$ cat src/rtl/scg_defines.vh
`ifndef SCG_DEFINES_VH
`define SCG_DEFINES_VH
// register byte offsets
`define SCG_OFS_SEL 8'h00
`define SCG_OFS_MON 8'h04
`define SCG_OFS_FREQ 8'h08
`define SCG_OFS_DIV 8'h0c
`define SCG_OFS_TMR_RC 8'h10
`define SCG_OFS_TMR_MAIN 8'h14
`define SCG_OFS_TMR_SUB 8'h18
// select / monitor register fields
`define SCG_SEL1_LSB 0
`define SCG_SEL2_LSB 4
`define SCG_RCE_BIT 8
`define SCG_MCE_BIT 9
`define SCG_PCE_BIT 10
`define SCG_SCE_BIT 11
`define SCG_SEL_WMASK 32'h00000f33
`define SCG_SEL_RESET 32'h00000b00
// frequency control fields
`define SCG_RC_FREQ_SELECT_BIT 0
`define SCG_MUL_LSB 8
`define SCG_FREQ_WMASK 32'h00000f01
`define SCG_FREQ_RESET 32'h00000100
`define SCG_MUL_MIN 4'h1
`define SCG_MUL_MAX 4'hd
// divider fields, ratio is field plus one
`define SCG_BDIV_LSB 0
`define SCG_P1DIV_LSB 8
`define SCG_P2DIV_LSB 16
`define SCG_DIV_WMASK 32'h000f0f0f
`define SCG_DIV_RESET 32'h00000000
// source codes
`define SCG_SRC_RC 2'h0
`define SCG_SRC_MAIN 2'h1
`define SCG_SRC_PLL 2'h2
`define SCG_SRC_SUB 2'h3
// power modes
`define SCG_MODE_RUN 2'h0
`define SCG_MODE_SLEEP 2'h1
`define SCG_MODE_TIMER 2'h2
`define SCG_MODE_STOP 2'h3
// axi responses
`define SCG_RESP_OKAY 2'h0
`define SCG_RESP_SLVERR 2'h2
// timing
`define SCG_CLK_KHZ 25000
`define SCG_CLK_PERIOD_NS 40
`define SCG_RC_FAST_KHZ 2000
`define SCG_RC_SLOW_KHZ 100
`define SCG_RC_STAB_NS 10000
`define SCG_PLL_LOCK_NS 20000
`define SCG_RC_STAB_CYC ((`SCG_RC_STAB_NS+`SCG_CLK_PERIOD_NS-1)/`SCG_CLK_PERIOD_NS)
`define SCG_PLL_LOCK_CYC ((`SCG_PLL_LOCK_NS+`SCG_CLK_PERIOD_NS-1)/`SCG_CLK_PERIOD_NS)
`endif

$ cat src/rtl/scg_tick_gen.v
`timescale 1ns/1ns
// fractional tick generator: inc ticks per modv advances
module scg_tick_gen #(
  parameter ACC_W = 16
) (
  input wire aclk,
  input wire aresetn,
  input wire en,
  input wire adv,
  input wire [ACC_W-1:0] inc,
  input wire [ACC_W-1:0] modv,
  output reg tick
);
  reg [ACC_W-1:0] acc_reg;
  wire [ACC_W:0] sum;
  wire [ACC_W:0] diff;

  assign sum = {1'b0, acc_reg} + {1'b0, inc};
  assign diff = sum - {1'b0, modv};

  // phase restarts at zero on enable, so the first period is whole
  always @(posedge aclk) begin
    if (!aresetn || !en) begin
      acc_reg <= {ACC_W{1'b0}};
      tick <= 1'b0;
    end else if (adv) begin
      if (sum >= {1'b0, modv}) begin
        acc_reg <= diff[ACC_W-1:0];
        tick <= 1'b1;
      end else begin
        acc_reg <= sum[ACC_W-1:0];
        tick <= 1'b0;
      end
    end else begin
      tick <= 1'b0;
    end
  end
endmodule // scg_tick_gen

$ cat src/rtl/scg_clock_gen.v
// Functional notes
// - four sources: rc, main, multiplied, sub
// - rc runs 2MHz or 100kHz by select
// - multiplied clock is main times 1..13
// - multiplied clock only while main active
// - two-bit field picks system clock one
// - system one feeds bus, periph one, mode
// - bus clock divided from system clock one
// - bus clock stops in all standby modes
// - periph one has its own divider
// - periph clocks stop in timer, stop
// - separate field picks system clock two
// - system two feeds only periph two divider
// - periph two has dedicated divider
// - system two choice leaves cpu mode alone
// - rc, main, sub timers always run; code stops each while its source is disabled, sub also when pins freed
// - sub marker unused frees sub pins
// - reset selects rc for both systems
// - switch waits until new source ready
// - monitor updates after switch completes
// - newer select value replaces pending one
//
// The address map and register access over AXI4-Lite are this design's own decisions.
`timescale 1ns/1ns
`include "scg_defines.vh"
module scg_clock_gen #(
  parameter MAIN_KHZ = 1000,
  parameter SUB_KHZ = 32,
  parameter ACC_W = 16,
  parameter DIV_W = 4,
  parameter TMR_W = 16
) (
  input wire aclk,
  input wire aresetn,
  input wire [7:0] s_axi_awaddr,
  input wire [2:0] s_axi_awprot,
  input wire s_axi_awvalid,
  output reg s_axi_awready,
  input wire [31:0] s_axi_wdata,
  input wire [3:0] s_axi_wstrb,
  input wire s_axi_wvalid,
  output reg s_axi_wready,
  output reg [1:0] s_axi_bresp,
  output reg s_axi_bvalid,
  input wire s_axi_bready,
  input wire [7:0] s_axi_araddr,
  input wire [2:0] s_axi_arprot,
  input wire s_axi_arvalid,
  output reg s_axi_arready,
  output reg [31:0] s_axi_rdata,
  output reg [1:0] s_axi_rresp,
  output reg s_axi_rvalid,
  input wire s_axi_rready,
  input wire main_osc_stable,
  input wire sub_osc_stable,
  input wire sub_osc_config_marker,
  input wire [1:0] standby_mode,
  output reg bus_clock_en,
  output reg peripheral_clock_one_en,
  output reg peripheral_clock_two_en,
  output reg [1:0] cpu_clock_mode,
  output reg sub_pins_gpio
);
  // multiplied clock must stay below the system clock rate
  localparam [ACC_W-1:0] CLK_MOD = `SCG_CLK_KHZ;
  localparam [ACC_W-1:0] RC_FAST = `SCG_RC_FAST_KHZ;
  localparam [ACC_W-1:0] RC_SLOW = `SCG_RC_SLOW_KHZ;
  localparam [ACC_W-1:0] MAIN_INC = MAIN_KHZ[ACC_W-1:0];
  localparam [ACC_W-1:0] SUB_INC = SUB_KHZ[ACC_W-1:0];
  localparam [ACC_W-1:0] ONE = 1;
  localparam integer RC_STAB_INT = `SCG_RC_STAB_CYC;
  localparam integer PLL_LOCK_INT = `SCG_PLL_LOCK_CYC;
  localparam [15:0] RC_STAB_CYC = RC_STAB_INT[15:0];
  localparam [15:0] PLL_LOCK_CYC = PLL_LOCK_INT[15:0];

  reg [31:0] clock_select_reg;
  reg [31:0] clock_freq_control_reg;
  reg [31:0] clock_div_reg;
  reg [1:0] sys1_mon_reg;
  reg [1:0] sys2_mon_reg;
  reg [DIV_W-1:0] bus_ratio_reg;
  reg [DIV_W-1:0] p1_ratio_reg;
  reg [DIV_W-1:0] p2_ratio_reg;
  reg [15:0] rc_stab_reg;
  reg [15:0] pll_lock_reg;
  reg [TMR_W-1:0] rc_timer_reg;
  reg [TMR_W-1:0] main_timer_reg;
  reg [TMR_W-1:0] sub_timer_reg;
  reg marker_taken_reg;
  reg [7:0] aw_addr_reg;
  reg [31:0] w_data_reg;
  reg [3:0] w_strb_reg;
  reg [31:0] rd_data;
  reg rd_err;

  wire [1:0] sys1_source_select;
  wire [1:0] sys2_source_select;
  wire rc_freq_select;
  wire [3:0] mul_field;
  wire [3:0] pll_mul;
  wire [3:0] sel_hit;
  wire rc_act;
  wire main_act;
  wire pll_act;
  wire sub_act;
  wire rc_ready;
  wire main_ready;
  wire pll_ready;
  wire sub_ready;
  wire [3:0] src_ready;
  wire [3:0] src_tick;
  wire rc_osc_clock;
  wire main_osc_clock;
  wire multiplied_clock;
  wire sub_osc_clock;
  wire system_clock_one;
  wire system_clock_two;
  wire bus_clock;
  wire peripheral_clock_one;
  wire peripheral_clock_two;
  wire [ACC_W-1:0] rc_inc;
  wire [ACC_W-1:0] pll_inc;
  wire [31:0] clock_monitor_reg;
  wire [31:0] wmask;
  wire aw_hs;
  wire w_hs;
  wire do_write;
  wire ar_hs;

  assign sys1_source_select = clock_select_reg[`SCG_SEL1_LSB+1:`SCG_SEL1_LSB];
  assign sys2_source_select = clock_select_reg[`SCG_SEL2_LSB+1:`SCG_SEL2_LSB];
  assign rc_freq_select = clock_freq_control_reg[`SCG_RC_FREQ_SELECT_BIT];
  assign mul_field = clock_freq_control_reg[`SCG_MUL_LSB+3:`SCG_MUL_LSB];
  // out-of-range factors clamp instead of stalling the source
  assign pll_mul = (mul_field < `SCG_MUL_MIN) ? `SCG_MUL_MIN :
                   (mul_field > `SCG_MUL_MAX) ? `SCG_MUL_MAX :
                   mul_field;

  // sources in use by a selector, current or pending, stay on; sub only while sub_pins_gpio is low
  assign sel_hit = (4'h1 << sys1_source_select) |
                   (4'h1 << sys2_source_select) |
                   (4'h1 << sys1_mon_reg) | (4'h1 << sys2_mon_reg);
  assign rc_act = clock_select_reg[`SCG_RCE_BIT] | sel_hit[0];
  assign main_act = clock_select_reg[`SCG_MCE_BIT] | sel_hit[1] |
                    sel_hit[2];
  assign pll_act = (clock_select_reg[`SCG_PCE_BIT] | sel_hit[2]) &
                   main_act;
  assign sub_act = (clock_select_reg[`SCG_SCE_BIT] | sel_hit[3]) &
                   ~sub_pins_gpio;

  assign rc_ready = rc_act && (rc_stab_reg == RC_STAB_CYC);
  assign main_ready = main_act & main_osc_stable;
  assign pll_ready = pll_act && main_ready &&
                     (pll_lock_reg == PLL_LOCK_CYC);
  assign sub_ready = sub_act & sub_osc_stable;
  assign src_ready = {sub_ready, pll_ready, main_ready, rc_ready};
  assign src_tick = {sub_osc_clock, multiplied_clock, main_osc_clock,
                     rc_osc_clock};

  assign rc_inc = rc_freq_select ? RC_SLOW : RC_FAST;
  assign pll_inc = MAIN_INC * {{(ACC_W-4){1'b0}}, pll_mul};

  scg_tick_gen #(.ACC_W(ACC_W)) u_rc (
    .aclk(aclk),
    .aresetn(aresetn),
    .en(rc_act),
    .adv(1'b1),
    .inc(rc_inc),
    .modv(CLK_MOD),
    .tick(rc_osc_clock)
  );

  scg_tick_gen #(.ACC_W(ACC_W)) u_main (
    .aclk(aclk),
    .aresetn(aresetn),
    .en(main_act),
    .adv(1'b1),
    .inc(MAIN_INC),
    .modv(CLK_MOD),
    .tick(main_osc_clock)
  );

  scg_tick_gen #(.ACC_W(ACC_W)) u_pll (
    .aclk(aclk),
    .aresetn(aresetn),
    .en(pll_act),
    .adv(1'b1),
    .inc(pll_inc),
    .modv(CLK_MOD),
    .tick(multiplied_clock)
  );

  scg_tick_gen #(.ACC_W(ACC_W)) u_sub (
    .aclk(aclk),
    .aresetn(aresetn),
    .en(sub_act),
    .adv(1'b1),
    .inc(SUB_INC),
    .modv(CLK_MOD),
    .tick(sub_osc_clock)
  );

  assign system_clock_one = src_tick[sys1_mon_reg];
  assign system_clock_two = src_tick[sys2_mon_reg];

  scg_tick_gen #(.ACC_W(ACC_W)) u_bus_div (
    .aclk(aclk),
    .aresetn(aresetn),
    .en(1'b1),
    .adv(system_clock_one),
    .inc(ONE),
    .modv({{(ACC_W-DIV_W){1'b0}}, bus_ratio_reg} + ONE),
    .tick(bus_clock)
  );

  scg_tick_gen #(.ACC_W(ACC_W)) u_p1_div (
    .aclk(aclk),
    .aresetn(aresetn),
    .en(1'b1),
    .adv(system_clock_one),
    .inc(ONE),
    .modv({{(ACC_W-DIV_W){1'b0}}, p1_ratio_reg} + ONE),
    .tick(peripheral_clock_one)
  );

  scg_tick_gen #(.ACC_W(ACC_W)) u_p2_div (
    .aclk(aclk),
    .aresetn(aresetn),
    .en(1'b1),
    .adv(system_clock_two),
    .inc(ONE),
    .modv({{(ACC_W-DIV_W){1'b0}}, p2_ratio_reg} + ONE),
    .tick(peripheral_clock_two)
  );

  // switching only on a tick of the new source keeps every period whole
  always @(posedge aclk) begin
    if (!aresetn) begin
      sys1_mon_reg <= `SCG_SRC_RC;
      sys2_mon_reg <= `SCG_SRC_RC;
      cpu_clock_mode <= `SCG_SRC_RC;
    end else begin
      if (sys1_source_select != sys1_mon_reg &&
          src_ready[sys1_source_select] &&
          src_tick[sys1_source_select]) begin
        sys1_mon_reg <= sys1_source_select;
        cpu_clock_mode <= sys1_source_select;
      end
      if (sys2_source_select != sys2_mon_reg &&
          src_ready[sys2_source_select] &&
          src_tick[sys2_source_select]) begin
        sys2_mon_reg <= sys2_source_select;
      end
    end
  end

  // ratios load only at a divider wrap, so no period is cut short
  always @(posedge aclk) begin
    if (!aresetn) begin
      bus_ratio_reg <= {DIV_W{1'b0}};
      p1_ratio_reg <= {DIV_W{1'b0}};
      p2_ratio_reg <= {DIV_W{1'b0}};
    end else begin
      if (bus_clock) begin
        bus_ratio_reg <= clock_div_reg[`SCG_BDIV_LSB+DIV_W-1:`SCG_BDIV_LSB];
      end
      if (peripheral_clock_one) begin
        p1_ratio_reg <= clock_div_reg[`SCG_P1DIV_LSB+DIV_W-1:`SCG_P1DIV_LSB];
      end
      if (peripheral_clock_two) begin
        p2_ratio_reg <= clock_div_reg[`SCG_P2DIV_LSB+DIV_W-1:`SCG_P2DIV_LSB];
      end
    end
  end

  always @(posedge aclk) begin
    if (!aresetn) begin
      bus_clock_en <= 1'b0;
      peripheral_clock_one_en <= 1'b0;
      peripheral_clock_two_en <= 1'b0;
    end else begin
      bus_clock_en <= bus_clock &&
                      (standby_mode == `SCG_MODE_RUN);
      peripheral_clock_one_en <= peripheral_clock_one &&
                                 standby_mode != `SCG_MODE_TIMER &&
                                 standby_mode != `SCG_MODE_STOP;
      peripheral_clock_two_en <= peripheral_clock_two &&
                                 standby_mode != `SCG_MODE_TIMER &&
                                 standby_mode != `SCG_MODE_STOP;
    end
  end

  // stabilisation and lock waits restart whenever the source stops
  always @(posedge aclk) begin
    if (!aresetn) begin
      rc_stab_reg <= 16'h0000;
      pll_lock_reg <= 16'h0000;
    end else begin
      if (!rc_act) begin
        rc_stab_reg <= 16'h0000;
      end else if (rc_stab_reg != RC_STAB_CYC) begin
        rc_stab_reg <= rc_stab_reg + 16'h0001;
      end
      if (!pll_act || !main_ready) begin
        pll_lock_reg <= 16'h0000;
      end else if (pll_lock_reg != PLL_LOCK_CYC) begin
        pll_lock_reg <= pll_lock_reg + 16'h0001;
      end
    end
  end

  always @(posedge aclk) begin
    if (!aresetn) begin
      rc_timer_reg <= {TMR_W{1'b0}};
      main_timer_reg <= {TMR_W{1'b0}};
      sub_timer_reg <= {TMR_W{1'b0}};
    end else begin
      if (rc_osc_clock) begin
        rc_timer_reg <= rc_timer_reg + ONE[TMR_W-1:0];
      end
      if (main_osc_clock) begin
        main_timer_reg <= main_timer_reg + ONE[TMR_W-1:0];
      end
      if (sub_osc_clock) begin
        sub_timer_reg <= sub_timer_reg + ONE[TMR_W-1:0];
      end
    end
  end

  // the marker is a strap: caught on the first edge after release
  always @(posedge aclk) begin
    if (!aresetn) begin
      marker_taken_reg <= 1'b0;
      sub_pins_gpio <= 1'b0;
    end else if (!marker_taken_reg) begin
      marker_taken_reg <= 1'b1;
      sub_pins_gpio <= sub_osc_config_marker;
    end
  end

  assign clock_monitor_reg = {20'h00000, sub_ready, pll_ready, main_ready,
                              rc_ready, 2'b00, sys2_mon_reg, 2'b00,
                              sys1_mon_reg};

  assign aw_hs = s_axi_awvalid & s_axi_awready;
  assign w_hs = s_axi_wvalid & s_axi_wready;
  assign do_write = ~s_axi_awready & ~s_axi_wready & ~s_axi_bvalid;
  assign ar_hs = s_axi_arvalid & s_axi_arready;
  assign wmask = {{8{w_strb_reg[3]}}, {8{w_strb_reg[2]}},
                  {8{w_strb_reg[1]}}, {8{w_strb_reg[0]}}};

  always @(posedge aclk) begin
    if (!aresetn) begin
      s_axi_awready <= 1'b1;
      s_axi_wready <= 1'b1;
      s_axi_bvalid <= 1'b0;
      s_axi_bresp <= `SCG_RESP_OKAY;
      aw_addr_reg <= 8'h00;
      w_data_reg <= 32'h00000000;
      w_strb_reg <= 4'h0;
      clock_select_reg <= `SCG_SEL_RESET;
      clock_freq_control_reg <= `SCG_FREQ_RESET;
      clock_div_reg <= `SCG_DIV_RESET;
    end else begin
      if (aw_hs) begin
        aw_addr_reg <= s_axi_awaddr;
        s_axi_awready <= 1'b0;
      end
      if (w_hs) begin
        w_data_reg <= s_axi_wdata;
        w_strb_reg <= s_axi_wstrb;
        s_axi_wready <= 1'b0;
      end
      if (do_write) begin
        s_axi_bvalid <= 1'b1;
        s_axi_bresp <= `SCG_RESP_OKAY;
        case (aw_addr_reg & 8'hfc)
          `SCG_OFS_SEL: begin
            clock_select_reg <= (clock_select_reg & ~(wmask &
              `SCG_SEL_WMASK)) | (w_data_reg & wmask & `SCG_SEL_WMASK);
          end
          `SCG_OFS_FREQ: begin
            clock_freq_control_reg <= (clock_freq_control_reg & ~(wmask &
              `SCG_FREQ_WMASK)) | (w_data_reg & wmask & `SCG_FREQ_WMASK);
          end
          `SCG_OFS_DIV: begin
            clock_div_reg <= (clock_div_reg & ~(wmask &
              `SCG_DIV_WMASK)) | (w_data_reg & wmask & `SCG_DIV_WMASK);
          end
          `SCG_OFS_MON, `SCG_OFS_TMR_RC, `SCG_OFS_TMR_MAIN,
          `SCG_OFS_TMR_SUB: begin
            s_axi_bresp <= `SCG_RESP_OKAY;
          end
          default: begin
            s_axi_bresp <= `SCG_RESP_SLVERR;
          end
        endcase
      end
      if (s_axi_bvalid && s_axi_bready) begin
        s_axi_bvalid <= 1'b0;
        s_axi_awready <= 1'b1;
        s_axi_wready <= 1'b1;
      end
    end
  end

  always @* begin
    rd_data = 32'h00000000;
    rd_err = 1'b0;
    case (s_axi_araddr & 8'hfc)
      `SCG_OFS_SEL: rd_data = clock_select_reg;
      `SCG_OFS_MON: rd_data = clock_monitor_reg;
      `SCG_OFS_FREQ: rd_data = clock_freq_control_reg;
      `SCG_OFS_DIV: rd_data = clock_div_reg;
      `SCG_OFS_TMR_RC: rd_data[TMR_W-1:0] = rc_timer_reg;
      `SCG_OFS_TMR_MAIN: rd_data[TMR_W-1:0] = main_timer_reg;
      `SCG_OFS_TMR_SUB: rd_data[TMR_W-1:0] = sub_timer_reg;
      default: rd_err = 1'b1;
    endcase
  end

  always @(posedge aclk) begin
    if (!aresetn) begin
      s_axi_arready <= 1'b1;
      s_axi_rvalid <= 1'b0;
      s_axi_rdata <= 32'h00000000;
      s_axi_rresp <= `SCG_RESP_OKAY;
    end else if (ar_hs) begin
      s_axi_arready <= 1'b0;
      s_axi_rvalid <= 1'b1;
      s_axi_rdata <= rd_data;
      s_axi_rresp <= rd_err ? `SCG_RESP_SLVERR : `SCG_RESP_OKAY;
    end else if (s_axi_rvalid && s_axi_rready) begin
      s_axi_rvalid <= 1'b0;
      s_axi_arready <= 1'b1;
    end
  end
endmodule // scg_clock_gen

$ cat config.mk
export PLATFORM = sky130hd
export DESIGN_NAME = scg_clock_gen
export DESIGN_NICKNAME = d
export VERILOG_FILES = /design/src/rtl/scg_tick_gen.v /design/src/rtl/scg_clock_gen.v
export VERILOG_INCLUDE_DIRS = /design/src /design/src/rtl
export SDC_FILE = /design/constraint.sdc
export NUM_CORES = 1
export LEC_CHECK = 0
export BUFFER_PORTS_ARGS = -buffer_cell sky130_fd_sc_hd__buf_4
export CELL_PAD_IN_SITES_DETAIL_PLACEMENT = 0
export CELL_PAD_IN_SITES_GLOBAL_PLACEMENT = 1
export CORE_AREA = 8 8 221 223
export CTS_BUF_LIST = sky130_fd_sc_hd__clkbuf_8
export CTS_CLUSTER_SIZE = 12
export DETAILED_ROUTE_END_ITERATION = 10
export DIE_AREA = 0 0 229 231
export PLACE_DENSITY = 0.74
export SLEW_MARGIN = 30
export SYNTH_ARGS = -nofsm -noshare
export SYNTH_HDL_FRONTEND = slang
export SYNTH_SLANG_ARGS = --single-unit
$ cat constraint.sdc
create_clock -name aclk -period 6.6 [get_ports aclk]
set_input_delay 0.66 -clock aclk [delete_from_list [all_inputs] [get_ports aclk]]
set_output_delay 0.66 -clock aclk [all_outputs]
set_load 0.005 [all_outputs]
== Word-level counts from Yosys, hierarchy flattened ==
Cells that the tools add are included.
Word-level totals
  flip-flop bits (word level): 388
  bits in latches: 0
  memory bits (writable): 0
  ROM bits: 0
  input port bits: 70
  output and inout port bits: 47
  logic and storage cells: 212
  memories: 0
Cells by class
  add/subtract/negate cells: 22
  multipliers: 1
  divide/modulo/power cells: 0
  $lt $le $gt $ge: 13
  equality and inequality tests: 20
  shift-type cells: 4
  mux-type cells: 38
  bitwise operators: 32
  reductions and logical operators: 39
Operators by type and width (count)
  16-bit 2-to-1 mux: 7
  16-bit one-hot mux with 7 select lines: 1
  32-bit AND: 3
  16-bit by 1-bit adder with 16-bit output (second input constant): 5
  17-bit by 15-bit >= comparator with 1-bit output (second input constant): 4
  12-bit inverter with 32-bit output: 2
  32-bit by 12-bit bitwise OR with 32-bit output: 2
  16-bit by 15-bit subtractor with 16-bit output (second input constant): 4
  16-bit by 1-bit adder with 17-bit output (second input constant): 3
  17-bit by 5-bit >= comparator with 1-bit output: 3
  16-bit one-hot mux with 3 select lines: 1
  16-bit by 5-bit subtractor with 16-bit output: 3
  6-bit by 3-bit == test with 1-bit output (second input constant): 6
  20-bit inverter with 32-bit output: 1
  32-bit by 20-bit bitwise OR with 32-bit output: 1
  6-bit by 2-bit == test with 1-bit output (second input constant): 4
  20-bit AND: 1
  1-bit 2-to-1 mux: 18
  16-bit by 10-bit adder with 17-bit output (second input constant): 1
  16-bit by 11-bit adder with 17-bit output: 1
  16-bit by 14-bit adder with 17-bit output: 1
  16-bit by 6-bit adder with 17-bit output (second input constant): 1
  16-bit by 8-bit == test with 1-bit output (second input constant): 1
  16-bit by 9-bit == test with 1-bit output (second input constant): 1
  28 further kinds: 94

== Logic depth before layout (Yosys ltp) ==
  depth in word-level cells: 13
  gate-level depth with buffers: 27

== By module ==
A second synthesis with hierarchy kept.
Unflattened totals
  cell total of the unflattened synthesis: 2993
  area total of the unflattened synthesis: 24801.3 um2
Modules (own cells, without submodules)
  scg_tick_gen at u_main ...: times used 5, cells each 280, area an instance 2270.9 um2, seq. area each 340.3 um2
  scg_clock_gen: times used 1, cells each 1009, area an instance 8803.4 um2, seq. area each 3523.4 um2
  scg_tick_gen at u_bus_div: times used 1, cells each 312, area an instance 2436.1 um2, seq. area each 340.3 um2
  scg_tick_gen at u_sub: times used 1, cells each 272, area an instance 2207.1 um2, seq. area each 340.3 um2

== Least setup slack after synthesis ==
Ideal clock, no wire load.
  kind: register to register
  start: reg (tool-made name)
  end: reg u_pll.acc_reg[11]
  arrival time: 5.271 ns
  data required time: 6.480 ns
  path slack: 1.209 ns
  stages on the path, launching flop included: 22
  buffers on the path: 1
  path through: dfxtp_1 inv_1 ha_1 nand2b_1 nand2_1 inv_1 fa_1 fa_1 ha_1 a21oi_1 xnor2_1 ha_1 clkbuf_1 nand3_1 o211ai_1 a311o_1 o311ai_1 or3b_1 o311ai_4 and2_1 or4_1 nand2_1
RTL lines
  end signal: assignment: line scg_tick_gen.v:24  | acc_reg <= {ACC_W{1'b0}};
  end signal: assignment: line scg_tick_gen.v:28  | acc_reg <= diff[ACC_W-1:0];
  end signal: assignment: line scg_tick_gen.v:31  | acc_reg <= sum[ACC_W-1:0];
  end: declaration: line scg_tick_gen.v:14  | reg [ACC_W-1:0] acc_reg;

==> results.cfg <==
[worst_setup_path]
cp-end-kind = flop
cp_max_fo = 9
arrival_ns = 6.50
cp.required_ns = 7.12
cp-start-kind = flop
setup.worst_path.class = flop to flop

[logic_synthesis]
synth_edf_count = 0
synth_compound_area_share_pct = 18.0
synth_xor_xnor_area_share_pct = 9.88
synth_fa_ha_area_share_pct = 6.07
async_flop_share_pct = 0
ys_seq_area_share_pct = 31.0
synth_warnings = 0
muxShareOfSynthArea_pct = 4.62
synth_cell_types = 96
synth_ff_type = dfxtp_1
synthesis.area_sq_um = 18300
postSynthAreaPerCell_sq_um = 8.17
syn_inst = 2246
synth-simple-area-share_pct = 25.4
synth_top_family_by_area = simple AND/OR/NAND/NOR gates
synth-seq-cells = 284

[power_and_ir_drop]
leakagePower_nw = 7.70
p_total_mw = 4.20
p_sw_share_pct = 27.4
internal-power_mw = 3.05
p_clk_share_pct = 43.7
p_sw_mw = 1.15
p_comb_share_pct = 12.8
seq_power_share_pct = 43.5
irDropWorstVdd_uv = 131
powerDensity_nw_per_um2 = 207

[routing]
route.met3.wl_um = 1930
routed_wl_um = 45700
routedWlPerCell_um = 15.8
met2WireLength_um = 20400
ant_nets = 0
drtIter0Drc = 907
top_layer = met4
dr_total_vias = 15600
avgViaCountPerCell = 5.39
dr.pass1.iters = 5
drc = 0
wirelength_met1_um = 22500

[cells_and_area]
layout_common_cells = dfxtp_1 (283), nand2_1 (226), nor2_1 (164)
top_register = s_axi_rdata
fill_cells = 4475
layout-drive-gt1-share_pct = 10.0
largest_reg_flops = 20
final_common_cell = dfxtp_1
syn2layout_area_growth_pct = 10.5
fin_nets = 2405
diodes = 0

[clocking]
clkTransAtPathRegs_ns = 0.06
cts_hold_buf = 0
post_cts_buffers = 0
h-tree-depth = 2
cts_root_buf = clkbuf_8
insertion_delay_ns = 0.64
ctsResizeCount = 0
cts_tree = built
numCtsBuffers = 52
cts.sinks = 284
cts_buffer_depth = 3

[timing]
setup_viol = 0
fin_crit_sh_pct = 90.5
period_needed_ns = 5.98
worst_pin_slew_ns = 0.780
max_freq_ghz = 0.167
fin_ws_ns = 0.624
slew-limit-headroom_pct = 48.0
tns_ns = 0
whs_ns = 0.194
rsz0062_at_grt = no
hold_violations = 0
slew_violations = 0
skew_ns = 0.0238

[run]
cap_violations = 0

[floorplanning]
dieArea_sq_um = 52900
io_pins = 117
rows = 78
chipWidth_um = 229
coreArea_sq_um = 45100
start_util_pct = 40.7
die_height_um = 231

[placed_design]
place.port_buffers = 73
place_congestion = 0.824
place_hpwl_um = 32700
place_ws_ns = 0.502

[grt]
antenna_found_initial = 0
grt_pass1_vias = 14900
grt_pass1_wl_um = 75400
track_usage_pct = 16.7
grt_max_degree = 105
overflow = 0

[min_path]
worstHoldPathType = primary input to flop
worstHoldStart = standby_mode[0]

[status]
status = finished clean
[cells by family after synthesis]
family / count (synthesis)
compound gates: 464
flops: 284
xor+xnor: 207
fa+ha+maj: 83
mux: 79
simple gates: 911
other cells: 1
buf+inv: 217
[final timing paths]
| check | endpoint | slack, ns | depth (start not counted) |
|---|---|---|---|
| max | u_pll.acc_reg[11] | 0.62 | 22 |
| min reg2reg | aw_addr_reg[5] | 0.46 | 2 |
| max reg2reg | u_pll.acc_reg[11] | 0.62 | 22 |
| min | bus_clock_en | 0.19 | 2 |
[Yosys cell counts, types with 10 or more instances]
library cell	instances	area [sq um]
nand3b_1	11	82.6
a21o_1	14	105
mux2i_1	61	611
buf_4	16	120
clkbuf_1	101	379
nand2_1	226	848
o21a_1	11	82.6
nor2_1	164	616
nor3_1	55	275
and3_1	39	244
dfxtp_1	284	5690
nand4_1	43	269
and2_1	70	438
nand2b_1	26	163
and4_1	10	87.6
or2_2	13	81.3
mux2_2	15	169
fa_1	10	200
buf_2	16	80.1
xor2_1	67	587
a31oi_1	27	169
nor4_1	12	75.1
o21ai_0	100	500
inv_1	75	282
nor2b_1	70	438
ha_1	73	913
nand3_1	103	515
a22oi_1	23	173
a21oi_1	84	420
o211ai_1	12	90.1
xnor2_1	140	1230
or3_1	32	200
a21boi_0	60	450
a211oi_1	14	105
[worst max-delay path: stages, from the launching register on]
cell and delay, ns:
dfxtp_2 0.43, inv_1 0.17, ha_1 0.27, nand2b_1 0.20, nand2_1 0.18, inv_1 0.10
fa_1 0.60, fa_1 0.45, ha_1 0.35, a21oi_1 0.15, nor2_1 0.06, nor2_1 0.17
xnor2_1 0.15, ha_1 0.32, a21oi_1 0.28, o211ai_1 0.20, a31oi_1 0.18, o311ai_1 0.15
or3b_1 0.47, o311ai_4 0.43, and2_1 0.34, or4_1 0.15, nand2_1 0.04
[power by group through the flow]
stage	Combinational [mW]	Sequential, mW	Clock (mW)
global placement	0.529	1.86	0
finish	0.540	1.83	1.84
CTS	0.538	1.83	1.91
detailed placement	0.535	1.86	0
global route	0.603	1.83	1.99
floorplan	0.442	1.83	0
[routing by layer]
layer,track usage [%],up-vias
met2,27.1,256
met3,3.30,72
met5,0,-
met1,22.5,7341
li1,-,7915
met4,4.34,0
[area by class of cell]
type	instances	area, sq um	share of cell area [%]
Tap cell	600	751	3.70
Inverter	75	282	1.39
Sequential cell	284	5690	28.0
Clock buffer	63	867	4.28
Timing Repair Buffer	81	612	3.02
Multi-Input combinational cell	1758	11800	58.3
Clock inverter	29	267	1.31
[per-stage QoR]
step / util [%] / area, sq um / instances
after global routing: 45.0 / 20300 / 2890
after floorplan: - / 18400 / 2259
final: 45.0 / 20300 / 2890
after detailed placement: 42.4 / 19100 / 2798
after global placement: 42.4 / 19100 / 2798
after CTS: 45.0 / 20300 / 2890
Power figures use the tool's default switching activity.
